<file path="src/ros_consts.vh">
// Constants for the relay output source select block.
`ifndef ROS_CONSTS_VH
`define ROS_CONSTS_VH

// Register byte addresses on the Wishbone bus.
`define ROS_ADDR_W 8
`define ROS_OFF_SOURCE 8'h00
`define ROS_OFF_LEVEL 8'h04
`define ROS_OFF_RESTART 8'h08
`define ROS_OFF_LOGIC_CMD 8'h0c
`define ROS_OFF_STATUS 8'h10
`define ROS_OFF_ACTIVE 8'h14

// Field widths and positions.
`define ROS_SEL_W 4
`define ROS_LEVEL_W 16
`define ROS_MEAS_W 16
`define ROS_TRIES_W 4
`define ROS_CMD_W 16
`define ROS_CMD_RELAY_BIT 6
`define ROS_NUM_SRC 14
`define ROS_NUM_FLAGS 8

// Status register field positions.
`define ROS_ST_RELAY_BIT 0
`define ROS_ST_EXHAUST_BIT 1
`define ROS_ST_NOAUTO_BIT 2
`define ROS_ST_COUNT_LSB 4
`define ROS_ST_SEL_LSB 12

// Reset values.
`define ROS_RST_SOURCE 4'h0
`define ROS_RST_LEVEL 16'h0000
`define ROS_RST_TRIES 4'h0
`define ROS_RST_CMD 16'h0000

// Source selection codes.
`define ROS_SRC_OFF 4'h0
`define ROS_SRC_AT_SPEED 4'h1
`define ROS_SRC_MOTOR_POWERED 4'h2
`define ROS_SRC_REVERSE 4'h3
`define ROS_SRC_OVERLOAD 4'h4
`define ROS_SRC_RAMP_REG 4'h5
`define ROS_SRC_FREQ_OVER 4'h6
`define ROS_SRC_CURR_OVER 4'h7
`define ROS_SRC_BUS_VOLT_OVER 4'h8
`define ROS_SRC_RETRIES_EXHAUSTED 4'h9
`define ROS_SRC_ANALOG_OVER 4'ha
`define ROS_SRC_NETWORK_DIRECT 4'hb
`define ROS_SRC_UNRECOVERABLE 4'hc
`define ROS_SRC_LOGIC_CMD 4'hd

`endif

</file>
<file path="src/ros_sync.v">
// Two-flop synchroniser bank for asynchronous status flags.
module ros_sync #(
  parameter WIDTH = 8
) (
  // Clock and reset
  input wire clk_i,
  input wire rst_i,
  // Flags
  input wire [WIDTH-1:0] async_i,
  output wire [WIDTH-1:0] sync_o
);

  reg [WIDTH-1:0] stage1;
  reg [WIDTH-1:0] stage2;

  genvar g;
  generate
    for (g = 0; g < WIDTH; g = g + 1) begin : bit_sync
      // The first stage feeds only the second, so metastability never reaches logic.
      always @(posedge clk_i) begin
        if (rst_i) begin
          stage1[g] <= 1'b0;
          stage2[g] <= 1'b0;
        end else begin
          stage1[g] <= async_i[g];
          stage2[g] <= stage1[g];
        end
      end
    end
  endgenerate

  assign sync_o = stage2;

endmodule

</file>
<file path="src/ros_relay_select.v">
// Relay output source select with Wishbone register access.
`include "ros_consts.vh"

module ros_relay_select (
  // Clock and reset
  input wire clk_i,
  input wire rst_i,
  // Wishbone slave
  input wire wb_cyc_i,
  input wire wb_stb_i,
  input wire wb_we_i,
  input wire [`ROS_ADDR_W-1:0] wb_adr_i,
  input wire [3:0] wb_sel_i,
  input wire [31:0] wb_dat_i,
  output reg [31:0] wb_dat_o,
  output reg wb_ack_o,
  // Drive status flags, asynchronous to clk_i
  input wire at_speed_i,
  input wire motor_powered_i,
  input wire reverse_cmd_i,
  input wire overload_i,
  input wire ramp_reg_active_i,
  input wire unrecoverable_fault_i,
  input wire restart_attempt_i,
  input wire restart_clear_i,
  // Measurements from logic on clk_i
  input wire [`ROS_MEAS_W-1:0] out_freq_hz_i,
  input wire [`ROS_MEAS_W-1:0] out_current_pct_i,
  input wire [`ROS_MEAS_W-1:0] bus_volt_i,
  input wire [`ROS_MEAS_W-1:0] analog_in_i,
  // Relay coil driver
  output reg relay_o
);

  // Software-visible settings.
  reg [`ROS_SEL_W-1:0] source_sel;
  reg [`ROS_LEVEL_W-1:0] relay_threshold_param;
  reg [`ROS_TRIES_W-1:0] restart_attempt_param;
  reg [`ROS_CMD_W-1:0] logic_cmd;

  // Restart bookkeeping.
  reg [`ROS_TRIES_W:0] attempt_count;
  reg attempt_seen;
  reg clear_seen;

  // Synchronised flags.
  wire [`ROS_NUM_FLAGS-1:0] flags_async;
  wire [`ROS_NUM_FLAGS-1:0] flags;
  wire sel_at_speed;
  wire sel_motor_powered;
  wire reverse_cmd;
  wire overload;
  wire ramp_reg_active;
  wire unrecoverable_fault;
  wire attempt_lvl;
  wire clear_lvl;
  wire attempt_pulse;
  wire clear_pulse;

  // Source conditions.
  wire freq_over_level;
  wire curr_over_level;
  wire sel_bus_volt_over_level;
  wire analog_over_level;
  wire retries_exhausted;
  wire auto_restart_disabled;
  wire sel_unrecoverable_fault;
  wire sel_network_direct;
  wire logic_cmd_relay;
  wire [`ROS_NUM_SRC-1:0] source_active;
  reg next_relay;

  // Bus decode.
  wire bus_req;
  wire bus_wr;
  wire hit_source;
  wire hit_level;
  wire hit_restart;
  wire hit_cmd;
  wire hit_status;
  wire hit_active;
  reg [31:0] next_rdata;

  assign flags_async = {restart_clear_i, restart_attempt_i, unrecoverable_fault_i,
                        ramp_reg_active_i, overload_i, reverse_cmd_i,
                        motor_powered_i, at_speed_i};

  ros_sync #(
    .WIDTH(`ROS_NUM_FLAGS)
  ) u_sync (
    .clk_i(clk_i),
    .rst_i(rst_i),
    .async_i(flags_async),
    .sync_o(flags)
  );

  assign sel_at_speed = flags[0];
  assign sel_motor_powered = flags[1];
  assign reverse_cmd = flags[2];
  assign overload = flags[3];
  assign ramp_reg_active = flags[4];
  assign unrecoverable_fault = flags[5];
  assign attempt_lvl = flags[6];
  assign clear_lvl = flags[7];

  // Edge detectors look only at the second synchroniser stage.
  always @(posedge clk_i) begin
    if (rst_i) begin
      attempt_seen <= 1'b0;
      clear_seen <= 1'b0;
    end else begin
      attempt_seen <= attempt_lvl;
      clear_seen <= clear_lvl;
    end
  end

  assign attempt_pulse = attempt_lvl & ~attempt_seen;
  assign clear_pulse = clear_lvl & ~clear_seen;

  // The count saturates at all ones, well past the widest setting, so exhaustion can always be seen.
  // A new attempt in the same cycle as a clear is kept, so it is not lost.
  always @(posedge clk_i) begin
    if (rst_i) begin
      attempt_count <= {(`ROS_TRIES_W+1){1'b0}};
    end else if (attempt_pulse) begin
      if (clear_pulse) begin
        attempt_count <= {{`ROS_TRIES_W{1'b0}}, 1'b1};
      end else if (attempt_count != {(`ROS_TRIES_W+1){1'b1}}) begin
        attempt_count <= attempt_count + {{`ROS_TRIES_W{1'b0}}, 1'b1};
      end
    end else if (clear_pulse) begin
      attempt_count <= {(`ROS_TRIES_W+1){1'b0}};
    end
  end

  // Threshold comparisons share the one level setting.
  assign freq_over_level = out_freq_hz_i > relay_threshold_param;
  assign curr_over_level = out_current_pct_i > relay_threshold_param;
  assign sel_bus_volt_over_level = bus_volt_i > relay_threshold_param;
  assign analog_over_level = analog_in_i > relay_threshold_param;

  assign retries_exhausted = attempt_count > {1'b0, restart_attempt_param};
  assign auto_restart_disabled = restart_attempt_param == `ROS_RST_TRIES;
  assign sel_unrecoverable_fault = retries_exhausted | auto_restart_disabled |
                                   unrecoverable_fault;
  // Only the two defined values are honoured; any other level leaves the relay off.
  assign sel_network_direct = relay_threshold_param == {{(`ROS_LEVEL_W-1){1'b0}}, 1'b1};
  assign logic_cmd_relay = logic_cmd[`ROS_CMD_RELAY_BIT];

  assign source_active = {logic_cmd_relay, sel_unrecoverable_fault, sel_network_direct,
                          analog_over_level, retries_exhausted, sel_bus_volt_over_level,
                          curr_over_level, freq_over_level, ramp_reg_active, overload,
                          reverse_cmd, sel_motor_powered, sel_at_speed, 1'b0};

  always @* begin
    case (source_sel)
      `ROS_SRC_OFF: begin
        next_relay = 1'b0;
      end
      `ROS_SRC_AT_SPEED: begin
        next_relay = sel_at_speed;
      end
      `ROS_SRC_MOTOR_POWERED: begin
        next_relay = sel_motor_powered;
      end
      `ROS_SRC_REVERSE: begin
        next_relay = reverse_cmd;
      end
      `ROS_SRC_OVERLOAD: begin
        next_relay = overload;
      end
      `ROS_SRC_RAMP_REG: begin
        next_relay = ramp_reg_active;
      end
      `ROS_SRC_FREQ_OVER: begin
        next_relay = freq_over_level;
      end
      `ROS_SRC_CURR_OVER: begin
        next_relay = curr_over_level;
      end
      `ROS_SRC_BUS_VOLT_OVER: begin
        next_relay = sel_bus_volt_over_level;
      end
      `ROS_SRC_RETRIES_EXHAUSTED: begin
        next_relay = retries_exhausted;
      end
      `ROS_SRC_ANALOG_OVER: begin
        next_relay = analog_over_level;
      end
      `ROS_SRC_NETWORK_DIRECT: begin
        next_relay = sel_network_direct;
      end
      `ROS_SRC_UNRECOVERABLE: begin
        next_relay = sel_unrecoverable_fault;
      end
      `ROS_SRC_LOGIC_CMD: begin
        next_relay = logic_cmd_relay;
      end
      default: begin
        next_relay = 1'b0;
      end
    endcase
  end

  always @(posedge clk_i) begin
    if (rst_i) begin
      relay_o <= 1'b0;
    end else begin
      relay_o <= next_relay;
    end
  end

  // Classic Wishbone: one wait state, ack for exactly one cycle per request.
  assign bus_req = wb_cyc_i & wb_stb_i;
  assign bus_wr = bus_req & wb_we_i & ~wb_ack_o;
  assign hit_source = wb_adr_i == `ROS_OFF_SOURCE;
  assign hit_level = wb_adr_i == `ROS_OFF_LEVEL;
  assign hit_restart = wb_adr_i == `ROS_OFF_RESTART;
  assign hit_cmd = wb_adr_i == `ROS_OFF_LOGIC_CMD;
  assign hit_status = wb_adr_i == `ROS_OFF_STATUS;
  assign hit_active = wb_adr_i == `ROS_OFF_ACTIVE;

  always @(posedge clk_i) begin
    if (rst_i) begin
      wb_ack_o <= 1'b0;
    end else begin
      wb_ack_o <= bus_req & ~wb_ack_o;
    end
  end

  always @(posedge clk_i) begin
    if (rst_i) begin
      source_sel <= `ROS_RST_SOURCE;
    end else if (bus_wr && hit_source && wb_sel_i[0]) begin
      source_sel <= wb_dat_i[`ROS_SEL_W-1:0];
    end
  end

  always @(posedge clk_i) begin
    if (rst_i) begin
      relay_threshold_param <= `ROS_RST_LEVEL;
    end else if (bus_wr && hit_level) begin
      if (wb_sel_i[0]) begin
        relay_threshold_param[7:0] <= wb_dat_i[7:0];
      end
      if (wb_sel_i[1]) begin
        relay_threshold_param[15:8] <= wb_dat_i[15:8];
      end
    end
  end

  always @(posedge clk_i) begin
    if (rst_i) begin
      restart_attempt_param <= `ROS_RST_TRIES;
    end else if (bus_wr && hit_restart && wb_sel_i[0]) begin
      restart_attempt_param <= wb_dat_i[`ROS_TRIES_W-1:0];
    end
  end

  always @(posedge clk_i) begin
    if (rst_i) begin
      logic_cmd <= `ROS_RST_CMD;
    end else if (bus_wr && hit_cmd) begin
      if (wb_sel_i[0]) begin
        logic_cmd[7:0] <= wb_dat_i[7:0];
      end
      if (wb_sel_i[1]) begin
        logic_cmd[15:8] <= wb_dat_i[15:8];
      end
    end
  end

  // Unmapped addresses are acknowledged, read as zero and ignore writes.
  always @* begin
    next_rdata = 32'h00000000;
    if (hit_source) begin
      next_rdata[`ROS_SEL_W-1:0] = source_sel;
    end else if (hit_level) begin
      next_rdata[`ROS_LEVEL_W-1:0] = relay_threshold_param;
    end else if (hit_restart) begin
      next_rdata[`ROS_TRIES_W-1:0] = restart_attempt_param;
    end else if (hit_cmd) begin
      next_rdata[`ROS_CMD_W-1:0] = logic_cmd;
    end else if (hit_status) begin
      next_rdata[`ROS_ST_RELAY_BIT] = relay_o;
      next_rdata[`ROS_ST_EXHAUST_BIT] = retries_exhausted;
      next_rdata[`ROS_ST_NOAUTO_BIT] = auto_restart_disabled;
      next_rdata[`ROS_ST_COUNT_LSB+`ROS_TRIES_W:`ROS_ST_COUNT_LSB] = attempt_count;
      next_rdata[`ROS_ST_SEL_LSB+`ROS_SEL_W-1:`ROS_ST_SEL_LSB] = source_sel;
    end else if (hit_active) begin
      next_rdata[`ROS_NUM_SRC-1:0] = source_active;
    end
  end

  // Read data is registered on the request edge and held until the next read request.
  always @(posedge clk_i) begin
    if (rst_i) begin
      wb_dat_o <= 32'h00000000;
    end else if (bus_req && !wb_ack_o && !wb_we_i) begin
      wb_dat_o <= next_rdata;
    end
  end

endmodule

</file>
<file path="config.mk">
export PLATFORM = sky130hd
export DESIGN_NAME = ros_relay_select
export DESIGN_NICKNAME = d
export VERILOG_FILES = /design/src/ros_sync.v /design/src/ros_relay_select.v
export VERILOG_INCLUDE_DIRS = /design/src
export SDC_FILE = /design/constraint.sdc
export NUM_CORES = 1
export LEC_CHECK = 0
export ABC_AREA = 1
export BUFFER_PORTS_ARGS = -buffer_cell sky130_fd_sc_hd__buf_2
export CELL_PAD_IN_SITES_DETAIL_PLACEMENT = 0
export CELL_PAD_IN_SITES_GLOBAL_PLACEMENT = 2
export CORE_MARGIN = 2
export CORE_UTILIZATION = 26
export DETAILED_ROUTE_END_ITERATION = 8
export HOLD_SLACK_MARGIN = 0.08
export PLACE_DENSITY = 0.78
export SYNTH_ARGS = -nofsm -noshare
export SYNTH_HDL_FRONTEND = slang
export SYNTH_SLANG_ARGS = --single-unit
</file>
<file path="constraint.sdc">
create_clock -name clk_i -period 1.65 [get_ports clk_i]
set_clock_uncertainty 0.05 [all_clocks]
set_input_delay 0.0825 -clock clk_i [delete_from_list [all_inputs] [get_ports clk_i]]
set_output_delay 0.0825 -clock clk_i [all_outputs]
set_load 0.01 [all_outputs]
</file>
==> impl_metrics.json, run 1 <==
{
  "fin_nets": 1132,
  "worstHoldPathCells": 4,
  "grt_pass1_wl_um": 27400,
  "leakagePower_nw": 3.45,
  "overflow": 0,
  "die_y_um": 148,
  "drc": 0,
  "worst_slack_ps": -96.0,
  "place_congestion": 0.843,
  "cp-start-kind": "flop",
  "port_buffers": 120,
  "via_count": 5358,
  "drt-initial-drc-count": 180,
  "clock-root-buffer": "clkbuf_16",
  "reg2regPathDepth": 12,
  "maxCapViolCount": 0,
  "synth_area_sq_um": 5390,
  "fin_cells": 1216,
  "synth_top_area_share_pct": 30.1,
  "rsz0062_at_grt": "true",
  "irDropWorstVdd_mv": 0.520,
  "clkSlewWorstSetupHoldPaths_ps": 60,
  "htreeDepth": 3,
  "r2r_end": "relay_o",
  "routed_wl_um": 18000,
  "cts_buffers": 9,
  "fp.dieArea_sq_um": 21900,
  "min_from": "wb_sel_i[0]",
  "hold_path_class": "input port to flop",
  "postSynthCellCount": 748,
  "synth-main-ff-cell": "dfxtp_1",
  "synth_area_per_cell_sq_um": 7.20,
  "holdWs_ps": 205,
  "powerDensity_nw_per_um2": 605,
  "endpoint_kind": "flop",
  "period_share_pct": 106,
  "initial_utilization_pct": 26.5,
  "min_period_ps": 1750,
  "place_area_sq_um": 6600,
  "antenna_cells": 0,
  "status": "finished, violations left",
  "synth-async-reset-ratio_pct": 0,
  "first_global_vias": 5159,
  "dr.pass1.iters": 5,
  "grt_use_total_pct": 16.2,
  "cp.required_ps": 1810,
  "hold_end": "source_sel[3]",
  "worst-setup-path-type": "flop to flop",
  "ios": 155,
  "violations": "negative setup slack",
  "layout-drive-gt1-share_pct": 35.4,
  "grt_max_degree": 35,
  "p_int_mw": 3.47,
  "antenna_found_initial": 0,
  "switching_share_pct": 26.2,
  "clockPowerShare_pct": 43.8,
  "critPathArrivalTime_ps": 1910,
  "synth.area.top_cells": "dfxtp_1, ha_1, nand2_1, inv_1, nor2_1",
  "hold_viol_final": 0,
  "ff2ff_setup_slack_ps": -100,
  "dp.cells": 1169,
  "yosysWarnings": 0,
  "wl_per_cell_um": 14.8,
  "ys_ff_latch": 81,
  "die_w_um": 148,
  "r2r-start": "relay_threshold_param[2]",
  "switchingPower_mw": 1.23,
  "final_cell_area_sq_um": 7770,
  "cts.sinks": 81,
  "slew_violations": 0,
  "num_rows": 52,
  "ant_nets": 0,
  "setup-violations-final": 4,
  "yosysTopAreaCell": "dfxtp_1",
  "cts_tree": "yes",
  "via_per_inst": 4.41,
  "fin_total_pwr_mw": 4.70,
  "power_frac_comb_pct": 14.0,
  "synth_cell_types": 35,
  "seq_power_share_pct": 42.2,
  "ys_seq_area_share_pct": 30.1,
  "cts.path.max_buffers": 2,
  "clock.fmax_mhz": 573,
  "coreArea_sq_um": 20300,
  "cp_max_fo": 5,
  "synthToLayoutAreaGrowth_pct": 44.2,
  "synth_edf_count": 0,
  "worstSkewPairLatency_ps": 330,
  "hpwl_um": 14000
}
-- worst max path at each step --
stage	start	end	slack, ps
final	relay_threshold_param[2]	relay_o	-100
after global routing	relay_threshold_param[11]	wb_dat_o[10]	-200
after CTS	relay_threshold_param[11]	wb_dat_o[8]	-100
after detailed placement	relay_threshold_param[13]	wb_dat_o[10]	-320
after global placement	relay_threshold_param[13]	wb_dat_o[10]	-320
after floorplan	relay_threshold_param[15]	wb_dat_o[10]	8
-- cells by family after synthesis --
family | share of synthesized area, %
other cells | 0.0696
flops | 30.1
compound gates | 15.0
simple gates | 26.7
buf+inv | 11.9
fa+ha+maj | 16.3
-- sequential cells by signal, indices dropped and copies added, names as in the netlist --
signal	count
logic_cmd	16
relay_threshold_param	16
wb_dat_o	16
u_sync.stage1	8
u_sync.sync_o	8
attempt_count	5
restart_attempt_param	4
source_sel	4
attempt_seen	1
clear_seen	1
relay_o	1
wb_ack_o	1
-- cell usage in the layout (no fill, tap or decap), drive strengths merged, types with 17 or more instances in the layout --
cell type      n
a211oi        32
a21oi         63
buf          175
dfxtp         81
dlygate4sd3   27
ha            70
inv          111
nand2        161
nand3         31
nor2         107
o21ai         17
-- per-layer routing --
layer  part of all wire (%)  up-vias  wire, um  track usage [%]
li1                       -     2820         -                -
met1                     48     2392      8650             22.1
met2                     47      138      8400             27.0
met3                    4.4        8       785             2.28
met4                    1.2        0       208             4.33
met5                      0        -         0                0
-- per-stage QoR --
| step | worst slack (ps) | util (%) | TNS (ps) |
|---|---|---|---|
| after floorplan | 7.52 | - | 0 |
| after global placement | -324 | 32.5 | -1590 |
| after detailed placement | -318 | 32.5 | -1560 |
| after CTS | -100 | 36.7 | -313 |
| after global routing | -197 | 38.3 | -1100 |
| final | -96.0 | 38.3 | -290 |
-- timing repair --
item,CTS,global route
endpoints found under the hold margin,50,0
pin swaps,16,25
setup endpoints to repair,11,23
buffers inserted,3,1
hold buffers,27,0
resized for setup,66,68
-- Yosys cell counts, types with 3 or more instances --
cell type	number
nand2_1	156
inv_1	100
nor2_1	95
dfxtp_1	81
ha_1	70
a21oi_1	63
nand3_1	30
a211oi_1	27
buf_4	19
o21ai_0	16
nand4_1	13
clkbuf_1	10
inv_2	8
nor2_4	7
nor3_1	6
a211oi_2	5
o211ai_1	5
buf_6	4
nor2_2	4
o2111ai_1	4
nand2_2	3
nor4_1	3
o221ai_1	3
-- worst max-delay path, stage by stage (launching register included) --
cell	delay [ps]
dfxtp_2	320
inv_1	60
buf_12	140
ha_1	280
nand2_2	90
o21bai_1	110
nand2_1	60
nand2_1	80
nand3_2	80
nand3_1	80
nand3_1	70
nor2_1	130
a21oi_2	70
-- layout make-up --
cell class	count	area, sq um
Fill cell	2220	12500
Clock buffer	9	225
Inverter	108	435
Sequential cell	81	1650
Timing Repair Buffer	202	1360
Clock inverter	7	77.6
Tap cell	270	338
Multi-Input combinational cell	539	3680
-- power groups by stage --
stage | clock network (mW) | logic, mW | registers [mW]
3_3_place_gp | 0 | 0.527 | 2.03
6_report | 2.06 | 0.658 | 1.98
3_5_place_dp | 0 | 0.527 | 2.03
5_1_grt | 2.17 | 0.751 | 1.98
4_1_cts | 2.10 | 0.615 | 1.99
2_1_floorplan | 0 | 0.324 | 2.03
No activity file was read; power rests on OpenSTA's default activity.
==> inputs of run 2 (changes only) <==
--- a/config.mk
+++ b/config.mk
@@ -8,13 +8,16 @@
 export LEC_CHECK = 0
 export ABC_AREA = 1
 export BUFFER_PORTS_ARGS = -buffer_cell sky130_fd_sc_hd__buf_2
+export CAP_MARGIN = 20
 export CELL_PAD_IN_SITES_DETAIL_PLACEMENT = 0
 export CELL_PAD_IN_SITES_GLOBAL_PLACEMENT = 2
 export CORE_MARGIN = 2
 export CORE_UTILIZATION = 26
 export DETAILED_ROUTE_END_ITERATION = 8
+export GPL_TIMING_DRIVEN = 0
 export HOLD_SLACK_MARGIN = 0.08
 export PLACE_DENSITY = 0.78
+export SKIP_LAST_GASP = 1
 export SYNTH_ARGS = -nofsm -noshare
 export SYNTH_HDL_FRONTEND = slang
 export SYNTH_SLANG_ARGS = --single-unit
==> run 2 against run 1 <==
  * The flow still finishes with violations (negative setup slack)
  * Non-clock buffer count down 10
  * Wire length shrank 4.4%
  * Clock power rose by 2%
  * Global-route usage down 0.47 points
  * Final area is 6.7% lower
  * Highest routed layer unchanged
  * Via count down 2.6%
  * Worst setup slack worse by 160 ps
  * Hold slack worse by 94 ps
==> impl_metrics.json, run 2 (synthesis results as in run 1) <==
{
  "violations": "negative setup slack",
  "layout-drive-gt1-share_pct": 27.4,
  "fin_nets": 1122,
  "num_rows": 52,
  "clock-root-buffer": "clkbuf_16",
  "clockPowerShare_pct": 44.8,
  "hold_end": "wb_dat_o[4]",
  "r2r_end": "relay_o",
  "path_delay_family": "simple AND/OR/NAND/NOR gates",
  "worst-setup-path-type": "flop to flop",
  "worstHoldPathCells": 4,
  "maxSlewHeadroom_pct": 51.9,
  "fin_total_pwr_mw": 4.72,
  "dr.pass1.iters": 4,
  "htreeDepth": 3,
  "cp-start-kind": "flop",
  "overflow": 0,
  "port_buffers": 119,
  "irDropWorstVdd_mv": 0.366,
  "r2r-start": "relay_threshold_param[12]",
  "seq_power_share_pct": 42.1,
  "slowest_stage": "dfxtp_2",
  "hpwl_um": 13800,
  "cts_buffers": 9,
  "final_cell_area_sq_um": 7250,
  "cts.path.max_buffers": 2,
  "wl_per_cell_um": 14.3,
  "final_cell_mix": "nand2_1, buf_2, nor2_1",
  "via_per_inst": 4.33,
  "slew_violations": 0,
  "path_cells": "clkinvlp_4 > buf_12 > ha_1 > nand2_2 > nor2_1 > a21oi_2 > nand2_1 > nand3_1 > nand3_1 > nand2_1 > a21oi_1",
  "tightest_slew_ps": 715,
  "worstSkewPairLatency_ps": 330,
  "grt_max_degree": 16,
  "ant_nets": 0,
  "top_regs": "logic_cmd x16, relay_threshold_param x16, wb_dat_o x16",
  "die_w_um": 148,
  "via_count": 5219,
  "worst-path-buf-inv": 2,
  "drc": 0,
  "cts_tree": "yes",
  "hold_viol_final": 0,
  "worst_slack_ps": -260,
  "cts.sinks": 81,
  "min_period_ps": 1910,
  "synthToLayoutAreaGrowth_pct": 34.6,
  "leakagePower_nw": 3.33,
  "cp.required_ps": 1800,
  "maxCapViolCount": 0,
  "first_global_vias": 5001,
  "initial_utilization_pct": 26.5,
  "layout_commonest_cell": "nand2_1",
  "critPathMaxStageDelay_ps": 350,
  "ff2ff_setup_slack_ps": -260,
  "rsz0062_at_grt": "true",
  "min_from": "wb_we_i",
  "drt-initial-drc-count": 194,
  "antenna_cells": 0,
  "power_frac_comb_pct": 13.1,
  "clkSlewWorstSetupHoldPaths_ps": 70,
  "reg2regPathDepth": 11,
  "fin_util_pct": 35.7,
  "antenna_found_initial": 0,
  "grt_pass1_wl_um": 26700,
  "setup-violations-final": 9,
  "finalSetupTns_ps": -1350,
  "p_int_mw": 3.50,
  "place_congestion": 0.833,
  "fp.dieArea_sq_um": 21900,
  "powerDensity_nw_per_um2": 651,
  "ios": 155,
  "status": "finished, violations left",
  "hold_path_class": "input port to flop",
  "critPathArrivalTime_ps": 2060,
  "switchingPower_mw": 1.22,
  "switching_share_pct": 25.8,
  "period_share_pct": 116,
  "endpoint_kind": "flop",
  "die_y_um": 148,
  "coreArea_sq_um": 20300,
  "clock.fmax_mhz": 524,
  "routed_wl_um": 17200,
  "place_area_sq_um": 6380,
  "grt_use_total_pct": 15.8,
  "cp_max_fo": 4
}
[run 2: cell count changes in the layout (fill, tap and decap cells not counted), moves of 7 or more]
| cell | before | now |
|---|---|---|
| ha_1 | 47 | 66 |
| clkbuf_1 | 0 | 9 |
| buf_4 | 49 | 31 |
| nand2_2 | 18 | 6 |
| dfxtp_2 | 18 | 9 |
| ha_4 | 22 | 4 |
| dfxtp_1 | 61 | 72 |
| a21oi_1 | 53 | 60 |
| inv_4 | 7 | 0 |
| a21oi_2 | 10 | 3 |
| nand2_1 | 140 | 150 |
[run 2: area by class of cell]
| class | instances | area (sq um) |
|---|---|---|
| fill | 2236 | 13100 |
| multi-input combinational | 539 | 3360 |
| sequential | 81 | 1630 |
| timing repair buffer | 157 | 956 |
| inverter | 108 | 413 |
| tap | 270 | 338 |
| clock buffer | 10 | 239 |
| buffer | 35 | 236 |
| clock inverter | 6 | 72.6 |
[run 2: power groups by stage]
stage | Clock [mW] | Combinational, mW | Sequential (mW)
after global placement | 0 | 0.541 | 2.03
after detailed placement | 0 | 0.545 | 2.03
final | 2.11 | 0.617 | 1.99
after CTS | 2.17 | 0.614 | 1.99
after floorplan | 0 | 0.324 | 2.03
after global routing | 2.24 | 0.705 | 1.99
[run 2: metrics by stage]
| stage | setup WS (ps) | std cells | hold slack [ps] |
|---|---|---|---|
| floorplan | 7.52 | 763 | 139 |
| global placement | -649 | 1152 | 234 |
| detailed placement | -634 | 1152 | 238 |
| CTS | -329 | 1197 | 106 |
| global route | -390 | 1206 | 119 |
| finish | -260 | 1206 | 112 |
[run 2: worst max-delay path by stage]
stage,start,cells past startpoint,slack (ps),endpoint
after floorplan,relay_threshold_param[15],9,8,wb_dat_o[10]
after global placement,relay_threshold_param[15],9,-650,wb_dat_o[10]
after global routing,relay_threshold_param[1],12,-390,wb_dat_o[7]
after detailed placement,relay_threshold_param[15],9,-630,wb_dat_o[10]
after CTS,relay_threshold_param[14],10,-330,wb_dat_o[10]
final,relay_threshold_param[12],11,-260,relay_o
[run 2: worst reg2reg max path, stage by stage, from the launching register on]
cell,delay [ps]
dfxtp_2,350
clkinvlp_4,190
buf_12,200
ha_1,280
nand2_2,90
nor2_1,60
a21oi_2,170
nand2_1,120
nand3_1,90
nand3_1,70
nand2_1,60
a21oi_1,60
[run 2: routing by layer]
layer / share of wire [%] / GRT usage (%)
met1: 47 / 21.2
met2: 47 / 27.1
met3: 5.3 / 2.22
met4: 0.74 / 3.10
met5: 0 / 0
[run 2: timing repair]
| item | CTS | global route |
|---|---|---|
| setup buffers | 4 | 9 |
| pin swaps | 21 | 6 |
| endpoints found under the setup margin | 10 | 30 |
| hold buffers | 25 | 0 |
| endpoints found under the hold margin | 45 | 0 |
| resized for setup | 38 | 19 |
==> inputs of run 3 (changes only) <==
--- a/config.mk
+++ b/config.mk
@@ -17,6 +17,8 @@
 export GPL_TIMING_DRIVEN = 0
 export HOLD_SLACK_MARGIN = 0.08
 export PLACE_DENSITY = 0.78
+export SETUP_SLACK_MARGIN = 0.15
+export SKIP_CTS_REPAIR_TIMING = 1
 export SKIP_LAST_GASP = 1
 export SYNTH_ARGS = -nofsm -noshare
 export SYNTH_HDL_FRONTEND = slang
==> run 3 against run 2 <==
  * The run still ends with negative setup slack left
  * Sequential power hardly changed
  * Sequential share of layout area fell by 0.91 points
  * Maximum frequency rose by 7.4%
  * Die area is the same
  * Global-route usage barely moved
  * Clock power is 10% lower
  * Clock-buffer cell count fell by 1
  * Critical path depth down 1
  * Hold slack got worse by 48 ps
  * Critical path type unchanged
  * Highest routed layer unchanged
==> impl_metrics.json, run 3 (synthesis results as in run 1) <==
{
  "hold_path_class": "input port to flop",
  "cts.path.max_buffers": 2,
  "maxCapViolCount": 0,
  "port_buffers": 119,
  "violations": "negative setup slack",
  "cts.sinks": 81,
  "htreeDepth": 3,
  "via_count": 5369,
  "cts_buffers": 9,
  "grt_max_degree": 16,
  "fin_cells": 1219,
  "num_rows": 52,
  "irDropWorstVdd_mv": 0.572,
  "worstSkewPairLatency_ps": 340,
  "min_period_ps": 1780,
  "clock.fmax_mhz": 562,
  "place_congestion": 0.822,
  "final_cell_area_sq_um": 7760,
  "worst-setup-path-type": "flop to flop",
  "initial_utilization_pct": 26.5,
  "coreArea_sq_um": 20300,
  "place_area_sq_um": 6450,
  "routed_wl_um": 17900,
  "layout-drive-gt1-share_pct": 35.7,
  "fin_util_pct": 38.2,
  "top_regs": "logic_cmd x16, relay_threshold_param x16, wb_dat_o x16",
  "final_cell_mix": "nand2_1, buf_2, inv_1, nor2_1, dfxtp_1",
  "rsz0062_at_grt": "true",
  "slew_violations": 0,
  "critPathArrivalTime_ps": 2010,
  "overflow": 0,
  "dp.cells": 1152,
  "drc": 0,
  "cts_tree": "yes",
  "wl_per_cell_um": 14.7,
  "grt_pass1_wl_um": 26600,
  "worst_slack_ps": -129,
  "dpl_worst_slack_ps": -401,
  "ios": 155,
  "tightest_slew_ps": 797,
  "synthToLayoutAreaGrowth_pct": 44.1,
  "hpwl_um": 13800,
  "setup-violations-final": 6,
  "hold_viol_final": 0,
  "antenna_cells": 0,
  "clkSlewWorstSetupHoldPaths_ps": 70,
  "first_global_vias": 5102,
  "fin_total_pwr_mw": 4.53,
  "endpoint_kind": "flop",
  "layout_commonest_cell": "nand2_1",
  "powerDensity_nw_per_um2": 584,
  "maxSlewHeadroom_pct": 46.4,
  "fp.dieArea_sq_um": 21900,
  "cp_max_fo": 6,
  "grt_use_total_pct": 15.8,
  "drt-initial-drc-count": 170,
  "status": "finished, violations left",
  "leakagePower_nw": 3.45,
  "clock-root-buffer": "clkbuf_16",
  "dr.pass1.iters": 4,
  "via_per_inst": 4.40,
  "cp-start-kind": "flop",
  "ant_nets": 0,
  "die_y_um": 148,
  "fin_nets": 1135,
  "antenna_found_initial": 0,
  "period_share_pct": 108,
  "die_w_um": 148,
  "cp.required_ps": 1880
}
==> run 3: layer usage <==
| metal | vias to the layer above | global-route usage, % | wire, um |
|---|---|---|---|
| met2 | 143 | 27.3 | 8640 |
| li1 | 2831 | - | - |
| met3 | 9 | 2.16 | 884 |
| met5 | - | 0 | 0 |
| met4 | 0 | 4.48 | 145 |
| met1 | 2386 | 20.6 | 8270 |
==> run 3: cell type report <==
| cell class | instances | area [sq um] |
|---|---|---|
| fill | 2179 | 12500 |
| inverter | 108 | 454 |
| clock inverter | 7 | 55.1 |
| timing repair buffer | 170 | 1090 |
| clock buffer | 9 | 225 |
| multi-input combinational | 539 | 3670 |
| tap | 270 | 338 |
| buffer | 35 | 246 |
| sequential | 81 | 1680 |
==> run 3: stage by stage <==
step	TNS [ps]	hold slack (ps)
2_1_floorplan	0	139
6_report	-643	63.4
5_1_grt	-1570	89.8
3_5_place_dp	-1910	240
4_1_cts	-1980	-118
3_3_place_gp	-1920	235
==> run 3: power by group <==
part           switching [mW]  internal [mW]
Clock                   0.866           1.03
Sequential             0.0116           1.96
Combinational           0.354          0.305
==> run 3: final timing paths <==
| check | start | endpoint | slack (ps) | cells after the start |
|---|---|---|---|---|
| worst min-delay path | wb_dat_i[1] | source_sel[1] | 60 | 3 |
| worst max-delay path | relay_threshold_param[9] | relay_o | -130 | 10 |
| worst max register to register | relay_threshold_param[9] | relay_o | -130 | 10 |
| worst min register to register | u_sync.stage1[6] | u_sync.sync_o[6] | 350 | 2 |
==> run 3: worst max-delay path, cell delays in order, from the launching register on <==
cell and delay (ps):
dfxtp_4 380, inv_8 50, ha_4 260, nand4_1 190, nor3_4 280, nand2_1 100
nand2_2 110, nand3_2 70, nand3_1 70, nand2_1 60, a21oi_2 120
